<file path="src/laser_ctrl_regs.svh">
`ifndef LASER_CTRL_REGS_SVH
`define LASER_CTRL_REGS_SVH

// register byte offsets
`define OFS_CTRL 8'h00
`define OFS_SETP 8'h04
`define OFS_LIMIT 8'h08
`define OFS_ERR 8'h0C
`define OFS_CMD 8'h10
`define OFS_STAT 8'h14

// control register bits
`define CTL_SW_EN 0
`define CTL_EXT_SP 1
`define CTL_EN_EXT 2
`define CTL_DEF_PWRON 3
`define CTL_ZERO_SCALE 7

// error, command and status bits
`define ERR_OVERTEMP 0
`define ERR_FAULT 1
`define ERR_SELFTEST 2
`define CMD_LOAD 0
`define CMD_SAVE 1
`define ST_TGT_LSB 8
`define ST_OUT_EN 16
`define ST_DRV_OK 17
`define ST_POST_LSB 18
`define ST_EXT_ACT 20
`define ST_BLOCKED 21
`define ST_PANEL_EN 22

// reset values and limits, currents in 0.1 A steps
`define RST_CTRL 8'h06
`define RST_SETP 8'h0A
`define RST_LIMIT 8'hC8
`define CUR_MIN 8'h0A
`define TEMP_LIMIT_C 8'h50

// timing
`define CLK_NS 64'd4
`define POST_NORMAL_NS 64'd5000000000
`define POST_TIMEOUT_NS 64'd15000000000
`define RAMP_STEP_NS 64'd4000

`endif

</file>
<file path="src/laser_ctrl_pkg.sv">
package laser_ctrl_pkg;

    // stored operating settings
    typedef struct packed {
        logic [7:0] ctrl;
        logic [7:0] setp;
        logic [7:0] limit;
    } settings_t;

    typedef enum logic [1:0] {
        POST_RUN = 2'b00,
        POST_LATE = 2'b01,
        POST_PASS = 2'b10,
        POST_FAIL = 2'b11
    } post_t;

    typedef enum logic [2:0] {
        REG_CTRL = 3'b000,
        REG_SETP = 3'b001,
        REG_LIMIT = 3'b010,
        REG_ERR = 3'b011,
        REG_CMD = 3'b100,
        REG_STAT = 3'b101,
        REG_NONE = 3'b110
    } reg_t;

    typedef struct packed {
        logic s1;
        logic s2;
    } sync_state_t;

    typedef struct packed {
        settings_t [1:0] slot;
    } nv_state_t;

    typedef struct packed {
        logic boot;
        post_t post;
        logic [31:0] cnt;
        settings_t cfg;
        logic ext_act;
        logic [2:0] err;
        logic blocked;
        logic seen_low;
        logic [9:0] rdiv;
        logic [7:0] ramp;
        logic out_en;
        logic drv_ok;
        logic panel_en;
        logic pend;
        logic [7:0] paddr;
        logic pwrite;
        logic hready;
        logic hresp;
        logic [31:0] hrdata;
    } ctl_state_t;

endpackage : laser_ctrl_pkg

</file>
<file path="src/enable_sync.sv">
`timescale 1ns/1ps

module enable_sync (
    // clock and reset
    input wire logic mclk,
    input wire logic rst,
    // pin and synchronised level
    input wire logic pin,
    output logic level
);

    laser_ctrl_pkg::sync_state_t s;
    laser_ctrl_pkg::sync_state_t n;

    // two stages, first read only by second
    always_comb begin
        n = s;
        n.s1 = pin;
        n.s2 = s.s1;
    end

    always_ff @(posedge mclk) begin
        if (rst) begin
            s <= '0;
        end else begin
            s <= n;
        end
    end

    assign level = s.s2;

endmodule : enable_sync

</file>
<file path="src/settings_store.sv">
`timescale 1ns/1ps
`include "laser_ctrl_regs.svh"

module settings_store (
    // clock and wipe
    input wire logic mclk,
    input wire logic erase,
    // write side
    input wire logic save,
    input wire logic mirror,
    input wire laser_ctrl_pkg::settings_t cfg,
    // read side
    output laser_ctrl_pkg::settings_t def_cfg,
    output laser_ctrl_pkg::settings_t live_cfg
);

    laser_ctrl_pkg::nv_state_t s;
    laser_ctrl_pkg::nv_state_t n;
    laser_ctrl_pkg::settings_t fresh;

    assign fresh = '{ctrl: `RST_CTRL, setp: `RST_SETP, limit: `RST_LIMIT};

    // slot 0 saved defaults, slot 1 live mirror; survives rst
    always_comb begin
        n = s;
        if (erase) begin
            n.slot[0] = fresh;
            n.slot[1] = fresh;
        end else begin
            if (save) begin
                n.slot[0] = cfg;
            end
            if (mirror) begin
                n.slot[1] = cfg;
            end
        end
    end

    always_ff @(posedge mclk) begin
        s <= n;
    end

    assign def_cfg = s.slot[0];
    assign live_cfg = s.slot[1];

endmodule : settings_store

</file>
<file path="src/laser_driver_enable_setpoint_ctrl.sv">
// The AHB-Lite slave port and the address map were decided locally.
`timescale 1ns/1ps
`include "laser_ctrl_regs.svh"

module laser_driver_enable_setpoint_ctrl #(
    parameter logic [31:0] POST_NORMAL_CYC = 32'(`POST_NORMAL_NS / `CLK_NS),
    parameter logic [31:0] POST_TIMEOUT_CYC = 32'(`POST_TIMEOUT_NS / `CLK_NS)
) (
    // clock and reset
    input wire logic mclk,
    input wire logic rst,
    // ahb-lite slave
    input wire logic hsel,
    input wire logic [31:0] haddr,
    input wire logic [1:0] htrans,
    input wire logic hwrite,
    input wire logic [2:0] hsize,
    input wire logic [31:0] hwdata,
    input wire logic hready,
    output logic [31:0] hrdata,
    output logic hreadyout,
    output logic hresp,
    // connector pin
    input wire logic enable_pin,
    // same-clock monitors
    input wire logic [9:0] adc_code,
    input wire logic [7:0] temp_c,
    input wire logic fault_in,
    input wire logic st_ok,
    input wire logic host_link,
    input wire logic nv_erase,
    // driver controls
    output logic out_en,
    output logic drv_ok,
    output logic [7:0] i_set,
    output logic panel_en
);

    localparam logic [9:0] RAMP_CYC = 10'((`RAMP_STEP_NS + `CLK_NS - 64'd1) / `CLK_NS);

    laser_ctrl_pkg::ctl_state_t s;
    laser_ctrl_pkg::ctl_state_t n;
    laser_ctrl_pkg::settings_t def_cfg;
    laser_ctrl_pkg::settings_t live_cfg;
    laser_ctrl_pkg::reg_t sel;
    logic pin_s;
    logic en_src;
    logic low_cut;
    logic tick;
    logic wr;
    logic cmd_load;
    logic cmd_save;
    logic mirror;
    logic [7:0] lo;
    logic [7:0] span;
    logic [17:0] prod;
    logic [7:0] ext_i;
    logic [7:0] raw;
    logic [7:0] target;
    logic [7:0] ctl_rd;
    logic [31:0] rd;

    // byte offset to register
    function automatic laser_ctrl_pkg::reg_t reg_idx(input logic [7:0] a);
        unique case (a)
            `OFS_CTRL: reg_idx = laser_ctrl_pkg::REG_CTRL;
            `OFS_SETP: reg_idx = laser_ctrl_pkg::REG_SETP;
            `OFS_LIMIT: reg_idx = laser_ctrl_pkg::REG_LIMIT;
            `OFS_ERR: reg_idx = laser_ctrl_pkg::REG_ERR;
            `OFS_CMD: reg_idx = laser_ctrl_pkg::REG_CMD;
            `OFS_STAT: reg_idx = laser_ctrl_pkg::REG_STAT;
            default: reg_idx = laser_ctrl_pkg::REG_NONE;
        endcase
    endfunction : reg_idx

    enable_sync u_sync (
        .mclk(mclk),
        .rst(rst),
        .pin(enable_pin),
        .level(pin_s)
    );

    settings_store u_store (
        .mclk(mclk),
        .erase(nv_erase),
        .save(cmd_save),
        .mirror(mirror),
        .cfg(s.cfg),
        .def_cfg(def_cfg),
        .live_cfg(live_cfg)
    );

    // enable source, pin unused in software mode
    assign en_src = s.cfg.ctrl[`CTL_EN_EXT] ? pin_s : s.cfg.ctrl[`CTL_SW_EN];

    // external span bottom and top
    assign lo = s.cfg.ctrl[`CTL_ZERO_SCALE] ? 8'h00 : `CUR_MIN;
    assign span = (s.cfg.limit > lo) ? s.cfg.limit - lo : 8'h00;
    assign prod = {8'h00, adc_code} * {10'h000, span};
    assign ext_i = lo + prod[17:10];
    assign raw = s.ext_act ? ext_i : s.cfg.setp;
    assign target = (raw > s.cfg.limit) ? s.cfg.limit : raw;
    assign low_cut = s.ext_act && s.cfg.ctrl[`CTL_ZERO_SCALE] && (ext_i < `CUR_MIN);

    // bus data phase decode
    assign sel = reg_idx(s.paddr);
    assign wr = s.pend && s.pwrite;
    assign cmd_load = wr && (sel == laser_ctrl_pkg::REG_CMD) && hwdata[`CMD_LOAD];
    assign cmd_save = wr && (sel == laser_ctrl_pkg::REG_CMD) && hwdata[`CMD_SAVE];
    assign mirror = !s.boot && (s.cfg != live_cfg);
    assign tick = (s.rdiv == RAMP_CYC - 10'h001);

    // read mux
    always_comb begin
        ctl_rd = s.cfg.ctrl;
        ctl_rd[`CTL_SW_EN] = en_src;
        rd = 32'h0000_0000;
        unique case (sel)
            laser_ctrl_pkg::REG_CTRL: rd[7:0] = ctl_rd;
            laser_ctrl_pkg::REG_SETP: rd[7:0] = s.cfg.setp;
            laser_ctrl_pkg::REG_LIMIT: rd[7:0] = s.cfg.limit;
            laser_ctrl_pkg::REG_ERR: rd[2:0] = s.err;
            laser_ctrl_pkg::REG_STAT: begin
                rd[7:0] = s.ramp;
                rd[`ST_TGT_LSB +: 8] = target;
                rd[`ST_OUT_EN] = s.out_en;
                rd[`ST_DRV_OK] = s.drv_ok;
                rd[`ST_POST_LSB +: 2] = s.post;
                rd[`ST_EXT_ACT] = s.ext_act;
                rd[`ST_BLOCKED] = s.blocked;
                rd[`ST_PANEL_EN] = s.panel_en;
            end
            default: rd = 32'h0000_0000;
        endcase
    end

    // next state
    always_comb begin
        n = s;
        n.hresp = 1'b0;
        // bus: one wait cycle, then data
        if (s.pend) begin
            n.pend = 1'b0;
            n.hready = 1'b1;
            n.hrdata = s.pwrite ? 32'h0000_0000 : rd;
            if (s.pwrite) begin
                unique case (sel)
                    laser_ctrl_pkg::REG_CTRL: n.cfg.ctrl = hwdata[7:0];
                    laser_ctrl_pkg::REG_SETP: n.cfg.setp = hwdata[7:0];
                    laser_ctrl_pkg::REG_LIMIT: n.cfg.limit = hwdata[7:0];
                    default: n.cfg = s.cfg;
                endcase
            end
        end else if (hsel && htrans[1] && hready) begin
            n.pend = 1'b1;
            n.hready = 1'b0;
            n.paddr = haddr[7:0];
            n.pwrite = hwrite;
        end
        // first cycle after reset: last or default set
        if (s.boot) begin
            n.boot = 1'b0;
            n.cfg = live_cfg.ctrl[`CTL_DEF_PWRON] ? def_cfg : live_cfg;
            n.cfg.ctrl[`CTL_SW_EN] = 1'b0;
        end
        // source select follows only while off
        if (!s.out_en) begin
            n.ext_act = s.cfg.ctrl[`CTL_EXT_SP];
        end
        // re-arm on sampled low then high
        if (s.blocked) begin
            if (!en_src) begin
                n.seen_low = 1'b1;
            end else if (s.seen_low) begin
                n.blocked = 1'b0;
                n.seen_low = 1'b0;
                n.err[`ERR_OVERTEMP] = 1'b0;
                n.err[`ERR_FAULT] = 1'b0;
            end
        end
        // restore saved set, output stays off; beats a same-cycle re-arm
        if (cmd_load) begin
            n.cfg = def_cfg;
            n.cfg.ctrl[`CTL_SW_EN] = 1'b0;
            n.blocked = 1'b1;
            n.seen_low = 1'b0;
        end
        // error sets after clear, so set wins
        if (temp_c > `TEMP_LIMIT_C) begin
            n.err[`ERR_OVERTEMP] = 1'b1;
            n.blocked = 1'b1;
            n.seen_low = 1'b0;
        end
        if (fault_in) begin
            n.err[`ERR_FAULT] = 1'b1;
            n.blocked = 1'b1;
            n.seen_low = 1'b0;
        end
        // power-on self test
        unique case (s.post)
            laser_ctrl_pkg::POST_RUN: begin
                n.cnt = s.cnt + 32'h0000_0001;
                if (st_ok) begin
                    n.post = laser_ctrl_pkg::POST_PASS;
                end else if (s.cnt == POST_NORMAL_CYC) begin
                    n.post = laser_ctrl_pkg::POST_LATE;
                end
            end
            laser_ctrl_pkg::POST_LATE: begin
                n.cnt = s.cnt + 32'h0000_0001;
                if (st_ok) begin
                    n.post = laser_ctrl_pkg::POST_PASS;
                end else if (s.cnt == POST_TIMEOUT_CYC) begin
                    n.post = laser_ctrl_pkg::POST_FAIL;
                    n.cnt = s.cnt;
                    n.err[`ERR_SELFTEST] = 1'b1;
                end
            end
            laser_ctrl_pkg::POST_PASS: n.cnt = s.cnt;
            laser_ctrl_pkg::POST_FAIL: n.cnt = s.cnt;
        endcase
        // output stage gating
        n.out_en = (s.post == laser_ctrl_pkg::POST_PASS) && en_src && !s.blocked
            && (s.err == 3'b000) && !low_cut;
        n.drv_ok = (s.post == laser_ctrl_pkg::POST_PASS) && (s.err == 3'b000);
        // soft-start ramp
        n.rdiv = tick ? 10'h000 : s.rdiv + 10'h001;
        if (!n.out_en) begin
            n.ramp = 8'h00;
        end else if (s.ramp > target) begin
            n.ramp = target;
        end else if (tick && (s.ramp < target)) begin
            n.ramp = s.ramp + 8'h01;
        end
        // host takes over, settings untouched
        n.panel_en = !host_link;
    end

    // state register
    always_ff @(posedge mclk) begin
        if (rst) begin
            s <= '0;
            s.boot <= 1'b1;
            s.cfg <= '{ctrl: `RST_CTRL, setp: `RST_SETP, limit: `RST_LIMIT};
            s.blocked <= 1'b1;
            s.hready <= 1'b1;
            s.panel_en <= 1'b1;
        end else begin
            s <= n;
        end
    end

    // outputs
    assign hrdata = s.hrdata;
    assign hreadyout = s.hready;
    assign hresp = s.hresp;
    assign out_en = s.out_en;
    assign drv_ok = s.drv_ok;
    assign i_set = s.ramp;
    assign panel_en = s.panel_en;
endmodule : laser_driver_enable_setpoint_ctrl

</file>
<file path="config.mk">
export PLATFORM = sky130hd
export DESIGN_NAME = laser_driver_enable_setpoint_ctrl
export DESIGN_NICKNAME = d
export VERILOG_FILES = /design/src/laser_ctrl_pkg.sv /design/src/enable_sync.sv /design/src/settings_store.sv /design/src/laser_driver_enable_setpoint_ctrl.sv
export VERILOG_INCLUDE_DIRS = /design/src
export SDC_FILE = /design/constraint.sdc
export NUM_CORES = 1
export LEC_CHECK = 0
export ABC_AREA = 1
export BUFFER_PORTS_ARGS = -buffer_cell sky130_fd_sc_hd__buf_2
export CORE_ASPECT_RATIO = 0.9
export CORE_MARGIN = 10
export CORE_UTILIZATION = 45
export CTS_CLUSTER_DIAMETER = 100
export DETAILED_ROUTE_END_ITERATION = 7
export GPL_TIMING_DRIVEN = 0
export PLACE_DENSITY_LB_ADDON = 0.1
export SLEW_MARGIN = 20
export SYNTH_ARGS = -nofsm -noshare
export SYNTH_HDL_FRONTEND = slang
export SYNTH_SLANG_ARGS = --single-unit
</file>
<file path="constraint.sdc">
create_clock -name mclk -period 11.6 [get_ports mclk]
set_clock_uncertainty 0.1 [all_clocks]
set_input_delay 2.32 -clock mclk [delete_from_list [all_inputs] [get_ports mclk]]
set_output_delay 2.32 -clock mclk [all_outputs]
set_load 0.005 [all_outputs]
</file>
# --- Word level (Yosys, flattened, before mapping) ---
# Cells that the tools add are included.
classes:
  n_reduce_logical: 52
  n_lt_le_gt_ge: 6
  bitwise_logic: 4
  n_addsub: 5
  eq_ne: 20
  muxes: 47
  mul: 1
op_table:
  columns: ["op", "n"]
  rows:
  - ["$mux 130", 1]
  - ["$mux 24", 5]
  - ["$mux 8", 9]
  - ["$mux 32", 2]
  - ["$pmux 32 s2", 1]
  - ["$mux 34", 1]
  - ["$add 32x1->32 const B", 1]
  - ["$eq 32x31->1 const B", 1]
  - ["$eq 32x32->1 const B", 1]
  - ["$ne 24x24->1", 1]
  - ["$reduce_and 3->1", 8]
  - ["$mux 23", 1]
  - ["$pmux 5 s4", 1]
  - ["$mul 10x8->18", 1]
  - ["$pmux 3 s6", 1]
  - ["$eq 8x4->1 const B", 2]
  - ["$eq 8x5->1 const B", 2]
  - ["$gt 8x8->1", 2]
  - ["$reduce_bool 2->1", 8]
  - ["$logic_and 1x1->1", 15]
  - ["$mux 15", 1]
  - ["$pmux 3 s5", 1]
  - ["$reduce_bool 3->1", 5]
  - ["$mux 4", 3]
  - ["32 further kinds", 61]
totals:
  register_bits: 180
  out_inout_bits: 45
  input_bits: 97
  word_cells: 167

# --- Longest topological paths before layout ---
logic_depth:
  depth_word: 14
  mapped_depth: 61
  depth_no_buf: 60

# --- Modules after synthesis ---
# A second synthesis with hierarchy kept.
unflattened:
  hier_cells: 1723
  hier_area_um2: 12056.6
modules_own_cells:
  columns: ["mod", "cells_each", "area_each_um2", "seq_area_each_um2", "n_inst"]
  rows:
  - ["laser_driver_enable_setpoint_ctrl", 1456, 10142.2, 2402.3, 1]
  - ["settings_store", 261, 1859.3, 960.9, 1]
  - ["enable_sync", 6, 55.1, 40.0, 1]

# --- Least setup slack after synthesis ---
# No wires, ideal clock.
synth_path:
  kind: "input to register"
  from: "input adc_code[1]"
  to: "register s, in the netlist i_set[1]"
  t_required_ns: 11.384
  t_arrival_ns: 9.161
  n_path_buf: 2
  path_stages: 43
  setup_slack_ns: 2.223
  setup_ns: 0.116
  path_cell_list: "inv_1 -> nor2_1 -> fa_1 -> fa_1 -> fa_1 -> inv_1 -> fa_1 -> inv_1 -> ha_1 -> a21oi_1 -> o21ai_0 -> a21oi_1 -> nand2_2 -> xnor2_1 -> inv_1 -> ha_1 -> nand2_1 -> nand3b_1 -> [7 not listed] -> nand2_1 -> nor2_1 -> nand4_1 -> nand2_1 -> buf_4 -> inv_1 -> nand2_1 -> nand2_1 -> ha_1 -> a21oi_1 -> nor2_1 -> a211oi_1 -> nand2_1 -> nand2_1 -> buf_2 -> o21ai_0 -> a21oi_1 -> nor2_2"
synth_via:
  elab_chain_len: 8
  word_cells_on_any_way: 16
  classes_between: "add/sub (1); mul (1); order compare (4); mux (3); bitwise (1); reduce/logical (6)"
synth_rtl:
  columns: ["item", "line_no", "rtl"]
  rows:
  - ["from (decl)", "laser_driver_enable_setpoint_ctrl.sv:26", "input wire logic [9:0] adc_code,"]
  - ["$mul 10x8->18 *", "laser_driver_enable_setpoint_ctrl.sv:99", "assign prod = {8'h00, adc_code} * {10'h000, span};"]
  - ["$add 4x8->8 *", "laser_driver_enable_setpoint_ctrl.sv:100", "assign ext_i = lo + prod[17:10];"]
  - ["$mux 8 or $lt 8x4->1 (tied branches)", null, null]
  - ["$gt 8x8->1 or $logic_and 1x1->1 (tied branches)", "laser_driver_enable_setpoint_ctrl.sv:102, laser_driver_enable_setpoint_ctrl.sv:103", null]
  - ["$mux 8 or $logic_not 1->1 (tied branches)", "laser_driver_enable_setpoint_ctrl.sv:102, laser_driver_enable_setpoint_ctrl.sv:224", null]
  - ["$lt 8x8->1 or $logic_and 1x1->1 (tied branches)", "laser_driver_enable_setpoint_ctrl.sv:232, laser_driver_enable_setpoint_ctrl.sv:224", null]
  - ["$logic_and 1x1->1 or $not 1->1 (tied branches)", null, null]
  - ["$reduce_bool 2->1 (no source line) or $reduce_or 2->1 (tied branches)", null, null]
  - ["to (signal assigned)", "laser_driver_enable_setpoint_ctrl.sv:249", "s <= n;"]
  - ["to (decl)", "laser_driver_enable_setpoint_ctrl.sv:41", "laser_ctrl_pkg::ctl_state_t s;"]
# Every way passes the cells marked *; elsewhere a longest branch is shown, timed or not.
# A chain may end at the register's enable or synchronous reset.

# --- Worst setup path in the final report ---
layout_path:
  from: "register ctl_rd[7] (netlist name)"
  to: "register s, in the netlist i_set[7]"
layout_via:
  elab_chain_len: 11
  word_cells_on_any_way: 21
  classes_between: "add/sub (2); mul (1); order compare (5); mux (5); bitwise (1); reduce/logical (7)"
layout_rtl:
  columns: ["item", "line_no", "rtl"]
  rows:
  - ["$mux 4 (no source line)", null, null]
  - ["$sub 8x4->8 or $gt 8x4->1 (tied branches)", "laser_driver_enable_setpoint_ctrl.sv:98", "assign span = (s.cfg.limit > lo) ? s.cfg.limit - lo : 8'h00;"]
  - ["$mux 8", "laser_driver_enable_setpoint_ctrl.sv:98", null]
  - ["$mul 10x8->18", "laser_driver_enable_setpoint_ctrl.sv:99", null]
  - ["$add 4x8->8", "laser_driver_enable_setpoint_ctrl.sv:100", null]
  - ["$mux 8 or $lt 8x4->1 (tied branches)", null, null]
  - ["$gt 8x8->1 or $logic_and 1x1->1 (tied branches)", "laser_driver_enable_setpoint_ctrl.sv:102, laser_driver_enable_setpoint_ctrl.sv:103", null]
  - ["$mux 8 or $logic_not 1->1 (tied branches)", "laser_driver_enable_setpoint_ctrl.sv:102, laser_driver_enable_setpoint_ctrl.sv:224", null]
  - ["$lt 8x8->1 or $logic_and 1x1->1 (tied branches)", "laser_driver_enable_setpoint_ctrl.sv:232, laser_driver_enable_setpoint_ctrl.sv:224", null]
  - ["$logic_and 1x1->1 or $not 1->1 (tied branches)", null, null]
  - ["$reduce_bool 2->1 (no source line) or $reduce_or 2->1 (tied branches)", null, null]
# Several ways; a longest one is shown, not always the timed one.

==> results.yml <==
run_status:
  status: "complete, no violations"
critical_path:
  end_kind: "flip-flop"
  rrSetupSlack_ns: 1.60
  r2r_end: "i_set[7]$_SDFFE_PP0P_"
  arrival_ns: 10.28
  cpPeakStageDelay_ns: 0.56
  crit_buf_inv: 10
  crit_path_top_delay_cell: "dfxtp_1"
  cp.depth: 52
  crit_fanout: 10
  path_common_cell: "inv_1"
  startpoint_type: "flip-flop"
  cp.required_ns: 11.88
  path_delay_family: "adder cells"
  timing.rr.start: "ctl_rd[7]$_SDFFE_PP0P_"
  critPathKind: "reg2reg"
  rr_worst_depth: 52
routing:
  wl_per_cell_um: 16.6
  routed_wl_mm: 34.8
  drc: 0
  drt_pass1_iterations: 7
  vias_per_cell: 5.27
  num_vias: 11100
  drtIter0Drc: 778
  ant_nets: 0
job:
  max_cap_viol_count: 0
synthesis:
  synth_top_area_share_pct: 28.7
  synth_area_um2: 11800
  synthCells: 1634
  ys_async_sr_fraction_pct: 0
  avgSynthCellArea_um2: 7.22
  yosysTopAreaCell: "dfxtp_1"
  synth_most_common_cell: "inv_1"
  synth_edf_count: 0
  ys_top_cells_by_count: "inv_1, nand2_1, nor2_1"
  synth_ff_type: "dfxtp_1"
  seq_area_frac_synth_pct: 28.7
  synth_area_leaders: "dfxtp_1, fa_1, inv_1, nand2_1, ha_1"
  synth_seq_cells: 169
  ys_warn_count: 0
  yosysUniqueCellTypes: 56
power_and_ir_drop:
  switchingPower_mw: 1.83
  pwr-share-seq_pct: 16.9
  power.share.clock_pct: 16.7
  swShare_pct: 50.2
  p_int_mw: 1.81
  comb_power_share_pct: 66.5
  p_per_area_nw_per_um2: 274
  p_leak_nw: 6.05
  peakVddDrop_v: 0.000268
min_path:
  hold_depth: 1
  hold-path-endpoint: "s[55]$_SDFF_PP0_"
  min_path_type: "reg2reg"
  min-delay-start: "s[55]$_SDFF_PP0_"
sta:
  hold_viol_final: 0
  tightestPinTransition_ns: 1.18
  setup_violations: 0
  maxSlewHeadroom_pct: 20.9
  max_freq_mhz: 100
  rsz0062_at_grt: "no"
  finalSetupTns_ns: 0
  period_share_pct: 86.2
  min_period_ns: 10.00
  slew_violations: 0
die:
  rows: 56
  pin_count: 142
  initial_core_util_pct: 45.5
  fp.coreArea_um2: 25900
  dieArea_um2: 33100
  die-height_um: 174
  die_w_um: 191
placed_design:
  io_buffers: 78
  place_hpwl_mm: 27.6
  gp_congestion: 0.915
  place_area_um2: 12700
final_layout:
  fin_nets: 1943
  insertedDiodeCount: 0
  syn_to_final_growth_pct: 12.5
  drive_gt1_share_pct: 12.8
  fin_area_um2: 13300
clock_tree:
  cts-root-buf: "clkbuf_16"
  clk_pin_slew_worst_paths_ns: 0.07
  cts_inserted_buffers: 17
  clock-sinks: 169
  clockBufferDepth: 2
  cts_tree: "built"
  cts_hold_buf: 0
  clock_latency_ns: 0.45
  post-cts-setup-buffer-count: 0
  htreeDepth: 4
  post_cts_resized: 0
global_route:
  grt_pass1_vias: 10800
  antenna_found_initial: 0
  grt_max_degree: 18
  grt_pass1_wl_mm: 56.9
  grt_usage_pct: 21.1
  grt_overflow: 0
## layout by cell type, fill, tap and decap left out, drive strengths merged, types with 14 or more instances in the layout
cell type,netlist,final
o22ai,14,14
o211ai,17,17
nand2,260,260
xor2,17,17
xnor2,18,18
clkbuf,37,55
nor2,205,205
nand3,61,61
buf,50,128
ha,59,59
a211oi,39,39
nor4,18,18
inv,257,264
nand4,27,27
nor3,37,37
a21oi,119,119
fa,47,47
o21ai,124,124
dfxtp,169,169
## worst max-delay path by stage
stage | start | endpoint | slack, ns
after floorplan | adc_code[1] | i_set[1]$_SDFFE_PP0P_ | 2.22
after global routing | ctl_rd[7]$_SDFFE_PP0P_ | i_set[7]$_SDFFE_PP0P_ | 0.79
after CTS | adc_code[1] | i_set[7]$_SDFFE_PP0P_ | 1.66
after detailed placement | adc_code[1] | i_set[7]$_SDFFE_PP0P_ | 1.23
after global placement | adc_code[1] | i_set[7]$_SDFFE_PP0P_ | 1.23
final | ctl_rd[7]$_SDFFE_PP0P_ | i_set[7]$_SDFFE_PP0P_ | 1.60
## registers in the layout (all words and copies together) (netlist names), 7 cells and up
name              cells
s                    78
u_store.live_cfg     24
hrdata               23
u_store.def_cfg      23
i_set                 8
ctl_rd                7
## per-layer routing
layer | part of all wire [%] | global-route usage, % | vias up
met5 | 0 | 0 | -
met2 | 46 | 34.8 | 245
met4 | 1.1 | 4.46 | 0
li1 | - | - | 5549
met3 | 4.6 | 3.08 | 31
met1 | 48 | 28.5 | 5255
## power groups by stage
stage | combinational (mW) | clock (mW) | sequential [mW]
floorplan | 1.89 | 0 | 0.622
global placement | 2.39 | 0 | 0.627
detailed placement | 2.40 | 0 | 0.627
CTS | 2.42 | 0.611 | 0.613
global route | 2.82 | 0.639 | 0.616
finish | 2.42 | 0.606 | 0.614
## logic make-up after synthesis
family | synth area share, %
buf+inv | 12.5
fa+ha+maj | 14.2
xor+xnor | 2.76
other cells | 0.0318
flops | 28.7
simple gates | 24.6
compound gates | 17.2
## cell type report
| cell class | instances | area, um^2 |
|---|---|---|
| inverter | 259 | 980 |
| sequential | 169 | 3380 |
| timing repair buffer | 78 | 390 |
| buffer | 87 | 493 |
| clock inverter | 14 | 183 |
| multi-input combinational | 1128 | 6970 |
| tap | 348 | 435 |
| fill | 2597 | 12700 |
| clock buffer | 18 | 429 |
## per-stage QoR
step,setup slack [ns],std cells,util (%),hold slack [ns],power [mW]
after floorplan,2.22,1643,-,0.288,2.52
after global placement,1.23,2069,48.8,0.331,3.02
after detailed placement,1.23,2069,48.8,0.334,3.03
after CTS,1.66,2101,51.2,0.354,3.65
after global routing,0.792,2101,51.2,0.382,4.08
final,1.60,2101,51.2,0.354,3.64
Power figures use the tool's default switching activity.
